<file path="src/rtl/esp_pkg.sv">
// Shared constants and types of the enhanced serial port
package esp_pkg;
	// Serial operating modes, index {mode_select_bit_b, mode_select_bit_a}
	typedef enum logic [1:0]
	{
		ESP_MODE_SYNC    = 2'b00,
		ESP_MODE_ASYNC10 = 2'b01,
		ESP_MODE_FIXED11 = 2'b10,
		ESP_MODE_TIMER11 = 2'b11
	} esp_mode_type;

	// Shift engine of the synchronous mode
	typedef enum logic [1:0]
	{
		ESP_SYNC_IDLE = 2'b00,
		ESP_SYNC_TX   = 2'b01,
		ESP_SYNC_RX   = 2'b10
	} esp_sync_type;

	// Asynchronous receiver
	typedef enum logic
	{
		ESP_RX_IDLE = 1'b0,
		ESP_RX_BUSY = 1'b1
	} esp_rx_type;

	// One queued transmit word
	typedef struct packed
	{
		logic       ninth;
		logic [7:0] data;
	} esp_frame_type;

	localparam int FRAME_W   = 9;
	localparam int FIFO_DEPTH = 16;
	localparam int T2_W      = 16;

	// Synchronous shift cell, counted in oscillator periods
	localparam logic [3:0] SYNC_CELL_LAST = 4'hb;
	localparam logic [3:0] SYNC_LEAD_FAST = 4'h1;
	localparam logic [3:0] SYNC_RISE_FAST = 4'h3;
	localparam logic [3:0] SYNC_LEAD_SLOW = 4'h3;
	localparam logic [3:0] SYNC_RISE_SLOW = 4'h9;
	localparam logic [2:0] SYNC_LAST_BIT  = 3'h7;

	// Oversampling phases and voting states
	localparam logic [3:0] PHASE_LAST = 4'hf;
	localparam logic [3:0] VOTE_A     = 4'h7;
	localparam logic [3:0] VOTE_B     = 4'h8;
	localparam logic [3:0] VOTE_C     = 4'h9;

	// Index of the stop bit and of the ninth bit in a frame
	localparam logic [3:0] SHORT_LAST = 4'h9;
	localparam logic [3:0] LONG_LAST  = 4'ha;
	localparam logic [3:0] NINTH_IDX  = 4'h9;
	localparam logic [3:0] DATA_FIRST = 4'h1;
	localparam logic [3:0] DATA_LAST  = 4'h8;

	// Prescaler terminal counts ahead of the 16x tick
	localparam logic [1:0] PRE_FIXED_FAST = 2'h1;
	localparam logic [1:0] PRE_FIXED_SLOW = 2'h3;
	localparam logic [1:0] PRE_TIMER_FAST = 2'h0;
	localparam logic [1:0] PRE_TIMER_SLOW = 2'h1;
endpackage

</file>
<file path="src/rtl/esp_core.sv">
// Enhanced serial port: transmit queue and four-mode serial engine
// Notes on behaviour
// - Two mode bits pick synchronous, 10-bit timer, 11-bit fixed, 11-bit timer.
// - Buffer writes feed the transmitter; reads return a separate receive buffer.
// - Synchronous mode is half duplex; asynchronous modes send and receive together.
// - Synchronous: eight bits LSB first on data pin, shift clock out, osc/12.
// - Synchronous send: gate set lead 1 low 2; clear lead 3 low 6.
// - Synchronous send sets transmit done after the eighth bit.
// - Synchronous receive when allowed and done clear; done after eighth rise.
// - 10-bit frame: start 0, eight data LSB first, stop 1 to ninth field.
// - 10-bit mode bit rate is timer overflow over 16 or 32.
// - Sending aligns to bit rollovers; done set at the tenth rollover.
// - Asynchronous receiver only runs while receive allow is high.
// - Receiver hunts falling edge at 16x and resets its divider there.
// - Each bit is the majority of samples in states seven to nine.
// - A start bit voted 1 abandons the frame and resumes the hunt.
// - 10-bit frame stored only if done clear and gate clear or stop 1.
// - Receiver resumes the hunt at the middle of the stop bit.
// - 11-bit frame adds the ninth bit from the transmit ninth field.
// - Fixed 11-bit mode runs at osc over 32 or 64.
// - Fixed 11-bit mode sends on rollovers; done at the eleventh.
// - 11-bit frame stored only if done clear and gate clear or ninth 1.
// - Timer 11-bit mode equals fixed mode but takes the timer rate.
// - Timer 2 baud use: 16-bit reload counter, no overflow flag, edge flag.
// - Missing stop bit sets the frame error flag until software clears it.
// - Control bit 7 shows frame error or mode bit, by the select bit.
`timescale 1ns/1ps

// Transmit queue with valid and ready on both sides
module esp_fifo
#(
	parameter int WIDTH = 9,
	parameter int DEPTH = 16
)
(
	input  wire logic             ref_clk,   // System clock
	input  wire logic             rst,       // Asynchronous reset
	input  wire logic             in_valid,  // Word offered
	output logic                  in_ready,  // Room for a word
	input  wire logic [WIDTH-1:0] in_data,   // Offered word
	output logic                  out_valid, // Word waiting
	input  wire logic             out_ready, // Word taken
	output logic      [WIDTH-1:0] out_data   // Oldest word
);
	localparam int PW = $clog2(DEPTH);
	logic [WIDTH-1:0] mem [DEPTH];
	logic [PW-1:0]    wr_ptr;
	logic [PW-1:0]    rd_ptr;
	logic [PW:0]      count;
	logic             push;
	logic             pop;

	// Honest full and empty from the fill count
	assign in_ready  = (count != (PW+1)'(DEPTH));
	assign out_valid = (count != '0);
	assign push      = in_valid && in_ready;
	assign pop       = out_valid && out_ready;
	assign out_data  = mem[rd_ptr];

	// Storage array
	always_ff @(posedge ref_clk)
	begin
		if (push)
			mem[wr_ptr] <= in_data;
	end

	// Pointers wrap over the depth
	always_ff @(posedge ref_clk or posedge rst)
	begin
		if (rst)
		begin
			wr_ptr <= '0;
			rd_ptr <= '0;
			count  <= '0;
		end
		else
		begin
			if (push)
				wr_ptr <= (wr_ptr == PW'(DEPTH - 1)) ? '0 : wr_ptr + 1'b1;
			if (pop)
				rd_ptr <= (rd_ptr == PW'(DEPTH - 1)) ? '0 : rd_ptr + 1'b1;
			count <= count + (PW+1)'(push) - (PW+1)'(pop);
		end
	end
endmodule

// Serial port top
module esp_core
#(
	parameter int DEPTH = esp_pkg::FIFO_DEPTH
)
(
	input  wire logic       ref_clk,                // 100 MHz clock
	input  wire logic       rst,                    // Async reset
	input  wire logic       mode_select_bit_a,      // Mode bit, low
	input  wire logic       mode_select_bit_b,      // Mode bit, high
	input  wire logic       multiproc_gate,         // Multiproc gate
	input  wire logic       rx_enable,              // Receive allow
	input  wire logic       tx_ninth_bit,           // Ninth bit to send
	input  wire logic       baud_doubler,           // Rate doubling
	input  wire logic       frame_flag_select,      // Bit 7 select
	input  wire logic       tx_baud_from_t2,        // Tx rate from t2
	input  wire logic       rx_baud_from_t2,        // Rx rate from t2
	input  wire logic       timer1_overflow,        // Timer 1 pulse
	input  wire logic [15:0] timer2_reload,         // Timer 2 reload
	input  wire logic       timer2_external_enable, // Ext pin enable
	input  wire logic       timer2_external_pin,    // Ext pin level
	input  wire logic       timer2_external_clear,  // Clear ext flag
	input  wire logic       buf_wr_valid,           // Buffer write
	input  wire logic [7:0] buf_wr_data,            // Written byte
	output logic            buf_wr_ready,           // Queue has room
	output logic      [7:0] serial_buffer,          // Receive buffer
	output logic            rx_ninth_bit,           // Received ninth
	output logic            transmit_done_flag,     // Send done
	input  wire logic       tx_done_clear,          // Clear send done
	output logic            receive_done_flag,      // Receive done
	input  wire logic       rx_done_clear,          // Clear rx done
	output logic            frame_error_flag,       // Frame error
	input  wire logic       frame_error_clear,      // Clear error
	output logic            serial_control_bit7,    // Shared bit 7
	output logic            timer2_overflow_flag,   // Stays low
	output logic            timer2_external_flag,   // Ext edge seen
	input  wire logic       rxd_in,                 // Data pin level
	output logic            rxd_out,                // Data pin drive
	output logic            rxd_oe_n,               // Low drives pin
	output logic            txd                     // Line or clock
);
	esp_pkg::esp_mode_type  mode;
	esp_pkg::esp_sync_type  sync_state;
	esp_pkg::esp_rx_type    rx_state;
	esp_pkg::esp_frame_type wr_frame;
	esp_pkg::esp_frame_type tx_frame;
	logic                   mode0;
	logic                   long_frame;
	logic                   fixed_rate;
	logic [3:0]             frame_last;
	logic                   tx_valid;
	logic                   tx_pop;
	logic [esp_pkg::T2_W-1:0] t2_count;
	logic                   t2_run;
	logic                   t2_ovf;
	logic                   timer2_external_pin_last;
	logic [1:0]             os_tick;
	logic [1:0]             rate_sel_t2;

	// Mode decode
	assign mode = esp_pkg::esp_mode_type'({mode_select_bit_b,
		mode_select_bit_a});
	assign mode0      = (mode == esp_pkg::ESP_MODE_SYNC);
	assign fixed_rate = (mode == esp_pkg::ESP_MODE_FIXED11);
	assign long_frame = (mode == esp_pkg::ESP_MODE_FIXED11) ||
		(mode == esp_pkg::ESP_MODE_TIMER11);
	assign frame_last = long_frame ? esp_pkg::LONG_LAST :
		esp_pkg::SHORT_LAST;

	// Shared bit 7 view of the frame error flag and the low mode bit
	assign serial_control_bit7 = frame_flag_select ? frame_error_flag :
		mode_select_bit_a;

	// Timer 2 as auto-reload baud counter; overflow flag never set
	assign t2_run = tx_baud_from_t2 || rx_baud_from_t2;
	assign t2_ovf = t2_run && (t2_count == '1);
	assign timer2_overflow_flag = 1'b0;
	always_ff @(posedge ref_clk or posedge rst)
	begin
		if (rst)
			t2_count <= '0;
		else if (t2_run)
			t2_count <= t2_ovf ? timer2_reload : t2_count + 1'b1;
	end

	// External pin falling edge flag, set wins over clear
	always_ff @(posedge ref_clk or posedge rst)
	begin
		if (rst)
		begin
			timer2_external_pin_last            <= 1'b1;
			timer2_external_flag <= 1'b0;
		end
		else
		begin
			timer2_external_pin_last <= timer2_external_pin;
			if (timer2_external_pin_last && !timer2_external_pin && timer2_external_enable)
				timer2_external_flag <= 1'b1;
			else if (timer2_external_clear)
				timer2_external_flag <= 1'b0;
		end
	end

	// Per direction prescaler to the 16x tick: 0 is transmit, 1 receive
	assign rate_sel_t2 = {rx_baud_from_t2, tx_baud_from_t2};
	for (genvar i = 0; i < 2; i++)
	begin : g_rate
		logic [1:0] pre;
		logic [1:0] term;
		logic       src;
		assign src  = fixed_rate ? 1'b1 :
			(rate_sel_t2[i] ? t2_ovf : timer1_overflow);
		assign term = fixed_rate ?
			(baud_doubler ? esp_pkg::PRE_FIXED_FAST :
				esp_pkg::PRE_FIXED_SLOW) :
			(baud_doubler ? esp_pkg::PRE_TIMER_FAST :
				esp_pkg::PRE_TIMER_SLOW);
		assign os_tick[i] = src && (pre == term);
		always_ff @(posedge ref_clk or posedge rst)
		begin
			if (rst)
				pre <= '0;
			else if (src)
				pre <= (pre == term) ? '0 : pre + 1'b1;
		end
	end

	// Transmit queue between buffer writes and the shifters
	assign wr_frame = '{ninth: tx_ninth_bit, data: buf_wr_data};
	esp_fifo #(.WIDTH(esp_pkg::FRAME_W), .DEPTH(DEPTH)) u_fifo
	(
		.ref_clk   (ref_clk),
		.rst       (rst),
		.in_valid  (buf_wr_valid),
		.in_ready  (buf_wr_ready),
		.in_data   (wr_frame),
		.out_valid (tx_valid),
		.out_ready (tx_pop),
		.out_data  (tx_frame)
	);

	// ---- Synchronous shift engine
	logic [3:0] sync_phase;
	logic [2:0] sync_count;
	logic [7:0] sync_sh;
	logic [3:0] sync_lead;
	logic [3:0] sync_rise;
	logic       sync_cell_end;
	logic       sync_rise_pt;
	logic       sync_tx_done;
	logic       sync_rx_done;
	logic       sclk_low;
	logic       atx_busy;

	assign tx_pop = tx_valid && (mode0 ?
		(sync_state == esp_pkg::ESP_SYNC_IDLE) : !atx_busy);
	assign sync_lead = multiproc_gate ? esp_pkg::SYNC_LEAD_FAST :
		esp_pkg::SYNC_LEAD_SLOW;
	assign sync_rise = multiproc_gate ? esp_pkg::SYNC_RISE_FAST :
		esp_pkg::SYNC_RISE_SLOW;
	assign sync_cell_end = (sync_phase == esp_pkg::SYNC_CELL_LAST);
	assign sync_rise_pt  = (sync_phase == sync_rise);
	assign sync_tx_done  = (sync_state == esp_pkg::ESP_SYNC_TX) &&
		sync_cell_end && (sync_count == esp_pkg::SYNC_LAST_BIT);
	assign sync_rx_done  = (sync_state == esp_pkg::ESP_SYNC_RX) &&
		sync_rise_pt && (sync_count == esp_pkg::SYNC_LAST_BIT);
	assign sclk_low = (sync_state != esp_pkg::ESP_SYNC_IDLE) &&
		(sync_phase >= sync_lead) && (sync_phase < sync_rise);

	// Half duplex: one engine either sends or receives
	always_ff @(posedge ref_clk or posedge rst)
	begin
		if (rst)
		begin
			sync_state <= esp_pkg::ESP_SYNC_IDLE;
			sync_phase <= '0;
			sync_count <= '0;
			sync_sh    <= '0;
		end
		else if (!mode0)
			sync_state <= esp_pkg::ESP_SYNC_IDLE;
		else
		begin
			unique case (sync_state)
				esp_pkg::ESP_SYNC_IDLE:
				begin
					sync_phase <= '0;
					sync_count <= '0;
					if (tx_pop)
					begin
						sync_state <= esp_pkg::ESP_SYNC_TX;
						sync_sh    <= tx_frame.data;
					end
					else if (rx_enable && !receive_done_flag)
						sync_state <= esp_pkg::ESP_SYNC_RX;
				end
				esp_pkg::ESP_SYNC_TX, esp_pkg::ESP_SYNC_RX:
				begin
					sync_phase <= sync_cell_end ? '0 : sync_phase + 1'b1;
					if (sync_cell_end)
						sync_count <= sync_count + 1'b1;
					if (sync_state == esp_pkg::ESP_SYNC_TX && sync_cell_end)
						sync_sh <= {1'b0, sync_sh[7:1]};
					if (sync_state == esp_pkg::ESP_SYNC_RX && sync_rise_pt)
						sync_sh <= {rxd_in, sync_sh[7:1]};
					if (sync_tx_done || sync_rx_done)
						sync_state <= esp_pkg::ESP_SYNC_IDLE;
				end
			endcase
		end
	end

	// ---- Asynchronous transmitter on free running rollovers
	logic [3:0]  atx_phase;
	logic [3:0]  atx_count;
	logic [10:0] atx_sh;
	logic        atx_line;
	logic        atx_roll;
	logic        atx_done;

	assign atx_roll = os_tick[0] && (atx_phase == esp_pkg::PHASE_LAST);
	assign atx_done = atx_busy && atx_roll &&
		(atx_count == frame_last);
	always_ff @(posedge ref_clk or posedge rst)
	begin
		if (rst)
		begin
			atx_phase <= '0;
			atx_count <= '0;
			atx_sh    <= '1;
			atx_line  <= 1'b1;
			atx_busy  <= 1'b0;
		end
		else
		begin
			if (os_tick[0])
				atx_phase <= atx_phase + 1'b1;
			if (mode0)
			begin
				atx_busy <= 1'b0;
				atx_line <= 1'b1;
			end
			else if (tx_pop)
			begin
				atx_busy  <= 1'b1;
				atx_count <= '0;
				atx_sh    <= {1'b1, long_frame ? tx_frame.ninth : 1'b1,
					tx_frame.data, 1'b0};
			end
			else if (atx_busy && atx_roll)
			begin
				atx_line  <= atx_sh[0];
				atx_sh    <= {1'b1, atx_sh[10:1]};
				atx_count <= atx_count + 1'b1;
				if (atx_done)
					atx_busy <= 1'b0;
			end
		end
	end

	// ---- Asynchronous receiver
	logic       rx_on;
	logic       rx_tick;
	logic [3:0] rx_phase;
	logic [3:0] rx_idx;
	logic [7:0] rx_sh;
	logic       rx_s7;
	logic       rx_s8;
	logic       rx_last;
	logic       rx_ninth_cap;
	logic       start_edge;
	logic       vote_pt;
	logic       vote;
	logic       stop_pt;
	logic       rx_store;

	assign rx_on      = rx_enable && !mode0;
	assign rx_tick    = os_tick[1];
	assign start_edge = rx_on && (rx_state == esp_pkg::ESP_RX_IDLE) &&
		rx_tick && rx_last && !rxd_in;
	assign vote_pt = (rx_state == esp_pkg::ESP_RX_BUSY) && rx_tick &&
		(rx_phase == esp_pkg::VOTE_C);
	assign vote = (rx_s7 && rx_s8) || (rx_s7 && rxd_in) ||
		(rx_s8 && rxd_in);
	assign stop_pt  = vote_pt && (rx_idx == frame_last);
	assign rx_store = stop_pt && !receive_done_flag && (!multiproc_gate ||
		(long_frame ? rx_ninth_cap : vote));

	// Frame sequencing, divider restart on the start edge
	always_ff @(posedge ref_clk or posedge rst)
	begin
		if (rst)
		begin
			rx_state <= esp_pkg::ESP_RX_IDLE;
			rx_phase <= '0;
			rx_idx   <= '0;
			rx_last  <= 1'b1;
		end
		else
		begin
			if (rx_tick)
				rx_last <= rxd_in;
			if (!rx_on)
				rx_state <= esp_pkg::ESP_RX_IDLE;
			else if (start_edge)
			begin
				rx_state <= esp_pkg::ESP_RX_BUSY;
				rx_phase <= '0;
				rx_idx   <= '0;
			end
			else if (rx_state == esp_pkg::ESP_RX_BUSY && rx_tick)
			begin
				rx_phase <= rx_phase + 1'b1;
				if (vote_pt)
					rx_idx <= rx_idx + 1'b1;
				if (vote_pt && rx_idx == '0 && vote)
					rx_state <= esp_pkg::ESP_RX_IDLE;
				if (stop_pt)
					rx_state <= esp_pkg::ESP_RX_IDLE;
			end
		end
	end

	// Samples for voting and the data shifter
	always_ff @(posedge ref_clk or posedge rst)
	begin
		if (rst)
		begin
			rx_s7        <= 1'b1;
			rx_s8        <= 1'b1;
			rx_sh        <= '0;
			rx_ninth_cap <= 1'b0;
		end
		else if (rx_state == esp_pkg::ESP_RX_BUSY && rx_tick)
		begin
			if (rx_phase == esp_pkg::VOTE_A)
				rx_s7 <= rxd_in;
			if (rx_phase == esp_pkg::VOTE_B)
				rx_s8 <= rxd_in;
			if (vote_pt && rx_idx >= esp_pkg::DATA_FIRST &&
				rx_idx <= esp_pkg::DATA_LAST)
				rx_sh <= {vote, rx_sh[7:1]};
			if (vote_pt && long_frame && rx_idx == esp_pkg::NINTH_IDX)
				rx_ninth_cap <= vote;
		end
	end

	// Receive buffer and ninth bit field
	always_ff @(posedge ref_clk or posedge rst)
	begin
		if (rst)
		begin
			serial_buffer <= '0;
			rx_ninth_bit  <= 1'b0;
		end
		else if (sync_rx_done)
			serial_buffer <= {rxd_in, sync_sh[7:1]};
		else if (rx_store)
		begin
			serial_buffer <= rx_sh;
			rx_ninth_bit  <= long_frame ? rx_ninth_cap : vote;
		end
	end

	// Done and error flags, hardware set wins over clear
	always_ff @(posedge ref_clk or posedge rst)
	begin
		if (rst)
		begin
			transmit_done_flag <= 1'b0;
			receive_done_flag  <= 1'b0;
			frame_error_flag   <= 1'b0;
		end
		else
		begin
			if (sync_tx_done || atx_done)
				transmit_done_flag <= 1'b1;
			else if (tx_done_clear)
				transmit_done_flag <= 1'b0;
			if (sync_rx_done || rx_store)
				receive_done_flag <= 1'b1;
			else if (rx_done_clear)
				receive_done_flag <= 1'b0;
			if (stop_pt && !vote)
				frame_error_flag <= 1'b1;
			else if (frame_error_clear)
				frame_error_flag <= 1'b0;
		end
	end

	// Pin drivers from flip-flops
	always_ff @(posedge ref_clk or posedge rst)
	begin
		if (rst)
		begin
			txd      <= 1'b1;
			rxd_out  <= 1'b1;
			rxd_oe_n <= 1'b1;
		end
		else
		begin
			txd <= mode0 ? !sclk_low : atx_line;
			rxd_out  <= (sync_state == esp_pkg::ESP_SYNC_TX) ? sync_sh[0] : 1'b1;
			rxd_oe_n <= (sync_state != esp_pkg::ESP_SYNC_TX);
		end
	end
endmodule

</file>
<file path="config.mk">
export PLATFORM = sky130hd
export DESIGN_NAME = esp_core
export DESIGN_NICKNAME = d
export VERILOG_FILES = /design/src/rtl/esp_pkg.sv /design/src/rtl/esp_core.sv
export SDC_FILE = /design/constraint.sdc
export NUM_CORES = 1
export LEC_CHECK = 0
export BUFFER_PORTS_ARGS = -buffer_cell sky130_fd_sc_hd__clkbuf_2
export CAP_MARGIN = 5
export CORE_MARGIN = 2
export CORE_UTILIZATION = 50
export CTS_BUF_LIST = sky130_fd_sc_hd__clkbuf_16
export DETAILED_ROUTE_END_ITERATION = 16
export GPL_TIMING_DRIVEN = 0
export PLACE_DENSITY = 0.67
export SYNTH_ARGS = -nofsm -noshare
export SYNTH_HDL_FRONTEND = slang
export SYNTH_SLANG_ARGS = --single-unit
</file>
<file path="constraint.sdc">
create_clock -name ref_clk -period 4 [get_ports ref_clk]
set_clock_uncertainty 0.1 [all_clocks]
set_input_delay 0.6 -clock ref_clk [delete_from_list [all_inputs] [get_ports ref_clk]]
set_output_delay 0.6 -clock ref_clk [all_outputs]
set_load 0.02 [all_outputs]
</file>
* Word-level counts from Yosys, hierarchy flattened *
Memories as Yosys holds them, arrays and structs flattened.
Cells that the tools add are included.

cells by class
  add/subtract/negate cells = 13
  multiply operators = 0
  div/mod/pow operators = 0
  $lt $le $gt $ge = 4
  equality and inequality tests = 29
  shift-type cells = 0
  muxes and demuxes = 67
  bitwise gates (word level) = 3
  reductions and logical operators = 85

operator list
  cell                     count
  $mux W4                  11
  $mux W8                  5
  $logic_and A1 B1 Y1      38
  $mux W1                  33
  $add A4 B1 Y4 const B    7
  $eq A4 B4 Y1 const B     7
  $reduce_and A2 Y1        12
  $mux W11                 2
  $mux W2                  10
  $reduce_bool A2 Y1       10
  $add A16 B1 Y16 const B  1
  $eq A16 B16 Y1 const B   1
  $mux W16                 1
  $pmux W8 S2              1
  $eq A4 B4 Y1             3
  $logic_not A1 Y1         8
  $logic_or A1 B1 Y1       8
  $pmux W4 S2              1
  $eq A2 B2 Y1 const B     3
  $ne A3 B3 Y1 const B     2
  $pmux W3 S2              1
  $reduce_and A3 Y1        2
  $reduce_bool A3 Y1       2
  $add A5 B1 Y5            1
  24 further kinds         31

storage, ports and cells
  register bits = 109
  bits in latches = 0
  bits in writable memories = 144
  bits in read-only memories = 0
  input bits = 44
  output and inout bits = 19
  logic and storage cells = 235
  memories = 1

memory list
  name        depth  bits a word  rd ports  clocked after Yosys merged registers in  wr ports  RTL line        RTL
  u_fifo.mem  16     9            1         0                                        1         esp_core.sv:46  logic [WIDTH-1:0] mem [DEPTH];

* Logic depth before layout (Yosys ltp) *
  depth in word-level cells = 14
  mapped depth = 15
  mapped depth without buffers = 15

* Modules after synthesis *
From an unflattened synthesis, not the netlist that was laid out.

second synthesis, totals
  cells, all modules = 856
  area, all modules = 11412.2 um^2

modules (own cells, without submodules)
  module    times used  cells an instance  area an instance (um^2)  seq. area each (um^2)
  esp_fifo  1           313                6276.0                   4649.5
  esp_core  1           543                5136.2                   2399.8

* Worst setup path before layout *
No wires, ideal clock.

  path type = flip-flop to flip-flop
  start point = register u_fifo.count[3]
  end point = register u_fifo.count[4]
  arrival = 2830 ps
  required time = 3775 ps
  slack = 945 ps
  cell stages (with the launch flop) = 16
  path buffers = 0
  clock period less this slack = 3055 ps
  cell sequence = dfrtp_1 > inv_1 > ha_1 > or4b_2 > o21ai_0 > clkinv_1 > ha_1 > inv_1 > ha_1 > inv_1 > fa_1 > inv_1 > a21oi_1 > nor2_1 > nor2_1 > xnor2_1

between the ends
  word-level cells in the longest chain between the ends = 4
  elaborated cells between the ends (all ways) = 7
  classes of those cells = 2 x add/sub; 1 x eq/ne; 4 x reduce/logical

ends and longest elaborated chain
  item                      RTL line         RTL
  start: declaration        esp_core.sv:49   logic [PW:0] count;
  start signal: assignment  esp_core.sv:82   count <= count + (PW+1)'(push) - (PW+1)'(pop);
  $reduce_bool A5 Y1 *      esp_core.sv:55   assign out_valid = (count != '0);
  $logic_and A1 B1 Y1       esp_core.sv:241  assign tx_pop = tx_valid && (mode0 ?
  $logic_and A1 B1 Y1 *     esp_core.sv:57   assign pop = out_valid && out_ready;
  net u_fifo.pop            esp_core.sv:51   logic pop;
  $sub A5 B1 Y5 *           esp_core.sv:82

The timed path passes the listed nets; every way through them passes the cells marked *.
A chain may end at the register's enable or synchronous reset.

* Worst setup path after layout *
  start point = register u_fifo.count[2]
  end point = register u_fifo.count[4]

Same word-level chain as after synthesis.

==> flow_summary.yaml <==
sta:
  finalCritPeriodShare: 0.915
  slew_headroom: 0.227
  tightestPinTransition_ps: 1160
  rsz0062_at_grt: "false"
  slew_viol_final: 0
  min_period_ps: 3660
  hold_viol: 0
  finalSetupViolations: 0
  max_freq_ghz: 0.273
  layout_setup_ws_ps: 339
die:
  die_h_um: 155
  fp.dieW_um: 155
  pin_count: 63
  initial_core_util: 0.505
  core_area_um2: 22500
  die-area_um2: 24000
  row_count: 55
detailed_routing:
  viasPerCell: 5.61
  drt_iter0_markers: 475
  wirelength_um: 23200
  wire_per_inst_um: 18.6
  postRouteAntennaNets: 0
  vias: 6979
  drtPass1Iterations: 5
  drcViolationCount: 0
synth:
  synth.avg_cell_area_um2: 13.5
  synth_top_area_frac: 0.380
  synth_nets: 918
  syn_area_um2: 11400
  synth_seq_cells: 252
  synthCells: 843
  synth.distinct_cells: 64
  synth_enable_flop_cells: 144
  yosysTopAreaCell: "edfxtp_1"
  synth_async_sr_flop_share: 0.429
  synth.most_common_cell: "edfxtp_1"
  yosysWarningCount: 0
  yosys-top-cells-area: "edfxtp_1 38%, dfrtp_1 20%, mux4_2 7.3%"
  synth_top_cells_by_count: "144 x edfxtp_1, 90 x dfrtp_1, 62 x nand2_1, 54 x nor2_1, 49 x a21oi_1"
  seq_area_frac_synth: 0.620
  synthFlopType: "edfxtp_1"
layout:
  layout-drive-gt1-share: 0.227
  postLayoutCellArea_um2: 12900
  area_delta_synth_final_pct: 13.7
  diodes: 0
  fin_util: 0.574
  nets: 1014
cts:
  cts_tree: "built"
  cts_buffer_depth: 3
  ctsHoldBuffers: 0
  postCtsSetupRepairBufs: 0
  cts_resized: 0
  cts_buffers: 27
  htree_levels: 1
  clkTransAtPathRegs_ps: 60
  cts.sinks: 252
  worstSkewPairLatency_ps: 550
  cts_root_buffer: "clkbuf_16"
critical_path:
  worst_ep_required_time_ps: 4330
  critPathMaxFanout: 8
  start_kind: "flop"
  worst_ep_arrival_time_ps: 3990
  worstSetupPathType: "reg2reg"
  worstSetupEndpointType: "flop"
worst_hold_path:
  hp-class: "in2reg"
global_routing:
  met1_usage: 0.278
  grt_pass1_vias: 6834
  busiest_layer: "met2"
  grt_max_degree: 61
  grt_pass1_wl_um: 37200
  track_usage: 0.198
  grt-ovfl-total: 0
  grtUsageMet3: 0.0272
  use_met2: 0.333
  antenna_found_initial: 0
pwr:
  power.total_uw: 7770
  ir_worst_vdd_v: 0.000560
  switching_share: 0.309
  p_leak_uw: 0.00505
  seqPwrFrac: 0.441
  switching_power_uw: 2400
  power.internal_uw: 5370
  combPwrFrac: 0.274
  power_frac_clock: 0.284
  p_per_area_nw_per_um2: 601
run_status:
  status: "finished, final reports clean"
placement:
  dp_slack_ps: 351
  port_buffers: 61
  placed_cell_area_um2: 12100
  place.gp.congestion: 0.807
  dp_hpwl_um: 16000
run:
  max_cap_viol_count: 0
## area by class of cell
cell class / count / area, um^2
Sequential cell: 252 / 7050
Clock buffer: 27 / 676
Inverter: 48 / 183
Buffer: 34 / 141
Tap cell: 285 / 357
Fill cell: 1831 / 9580
Timing Repair Buffer: 67 / 368
Clock inverter: 22 / 111
Multi-Input combinational cell: 509 / 4030
## path summary, 6_finish.rpt
path,from,endpoint,depth (start not counted),slack (ps)
setup / recovery,u_fifo.count[2]$_DFF_PP0_,u_fifo.count[4]$_DFF_PP0_,15,340
hold / removal,timer2_external_pin,timer2_external_pin_last$_DFF_PP1_,1,50
setup reg to reg,u_fifo.count[2]$_DFF_PP0_,u_fifo.count[4]$_DFF_PP0_,15,340
hold reg to reg,atx_sh[9]$_DFFE_PP1P_,atx_sh[9]$_DFFE_PP1P_,2,370
max in group asynchronous,rst,atx_sh[5]$_DFFE_PP1P_,3,2920
min in group asynchronous,rst,u_fifo.wr_ptr[2]$_DFFE_PP0P_,2,90
## kinds of logic after synthesis
kind of cell	after synthesis	share of synthesized area
buf+inv	82	0.0283
other cells	1	0.000330
mux	97	0.130
xor+xnor	15	0.0116
fa+ha+maj	32	0.0357
simple gates	219	0.0975
compound gates	145	0.0765
flops	252	0.620
## worst max-delay path, stage by stage (launching register included)
cell	delay (ps)
dfrtp_1	380
inv_1	80
ha_1	170
or4b_2	690
o21ai_0	220
clkinv_1	440
ha_1	410
inv_1	50
ha_1	160
inv_1	50
fa_1	400
inv_1	70
a21oi_1	60
nor2_1	100
nor2_1	60
xnor2_1	110
## power groups by stage
stage / logic (uW) / clock network (uW) / registers [uW]
finish: 2130 / 2210 / 3430
global route: 2380 / 2370 / 3470
CTS: 2160 / 2260 / 3430
detailed placement: 2150 / 0 / 3470
global placement: 2080 / 0 / 3470
floorplan: 1590 / 0 / 3410
## layout by cell type (no fill, tap or decap), drive strengths merged, types with 3 or more instances in the layout
cell type  netlist  layout
nor3            10      10
nand3           19      19
a32oi            3       3
dfstp           18      18
a31oi            8       8
a21oi           51      51
a21o             4       4
ha              30      30
inv             46      55
and2            10      10
edfxtp         144     144
xor2             6       6
mux2            33      33
o31ai            5       5
nand4           14      14
nor4b            3       3
o41ai            5       5
dfrtp           90      90
nor3b            6       6
nand2b           4       4
or2              4       4
o21ai           48      48
nor2b            8       8
clkbuf          22     110
or4              3       3
and3             4       4
nand2           62      62
clkinv           2      15
xnor2            9       9
or3              6       6
mux2i           27      27
mux4            37      37
nor4             7       7
buf             12      18
nor2            54      54
a211oi           4       4
## metal layers
metal  part of all wire  routed length, um
met1               0.44              10200
met2               0.50              11600
met3              0.042                976
met4              0.017                399
met5                  0                  0
## registers in the layout, summed over array words and instances, names as in the netlist, 2 cells and up
signal         cells
rx_sh              8
atx_phase          4
u_fifo.rd_ptr      4
sync_count         3
serial_buffer      8
sync_state         2
g_rate.pre         4
atx_count          4
t2_count          16
sync_phase         4
u_fifo.mem       144
rx_phase           4
sync_sh            8
u_fifo.wr_ptr      4
u_fifo.count       5
atx_sh            10
rx_idx             4
## per-stage QoR
step / hold WS, ps / setup TNS, ps / cells
floorplan: 336 / 0 / 843
finish: 45.5 / 0 / 1244
global route: 32.4 / 0 / 1244
detailed placement: 363 / 0 / 1195
global placement: 358 / -85670 / 1189
CTS: 30.2 / 0 / 1244
Power figures use the tool's default switching activity.
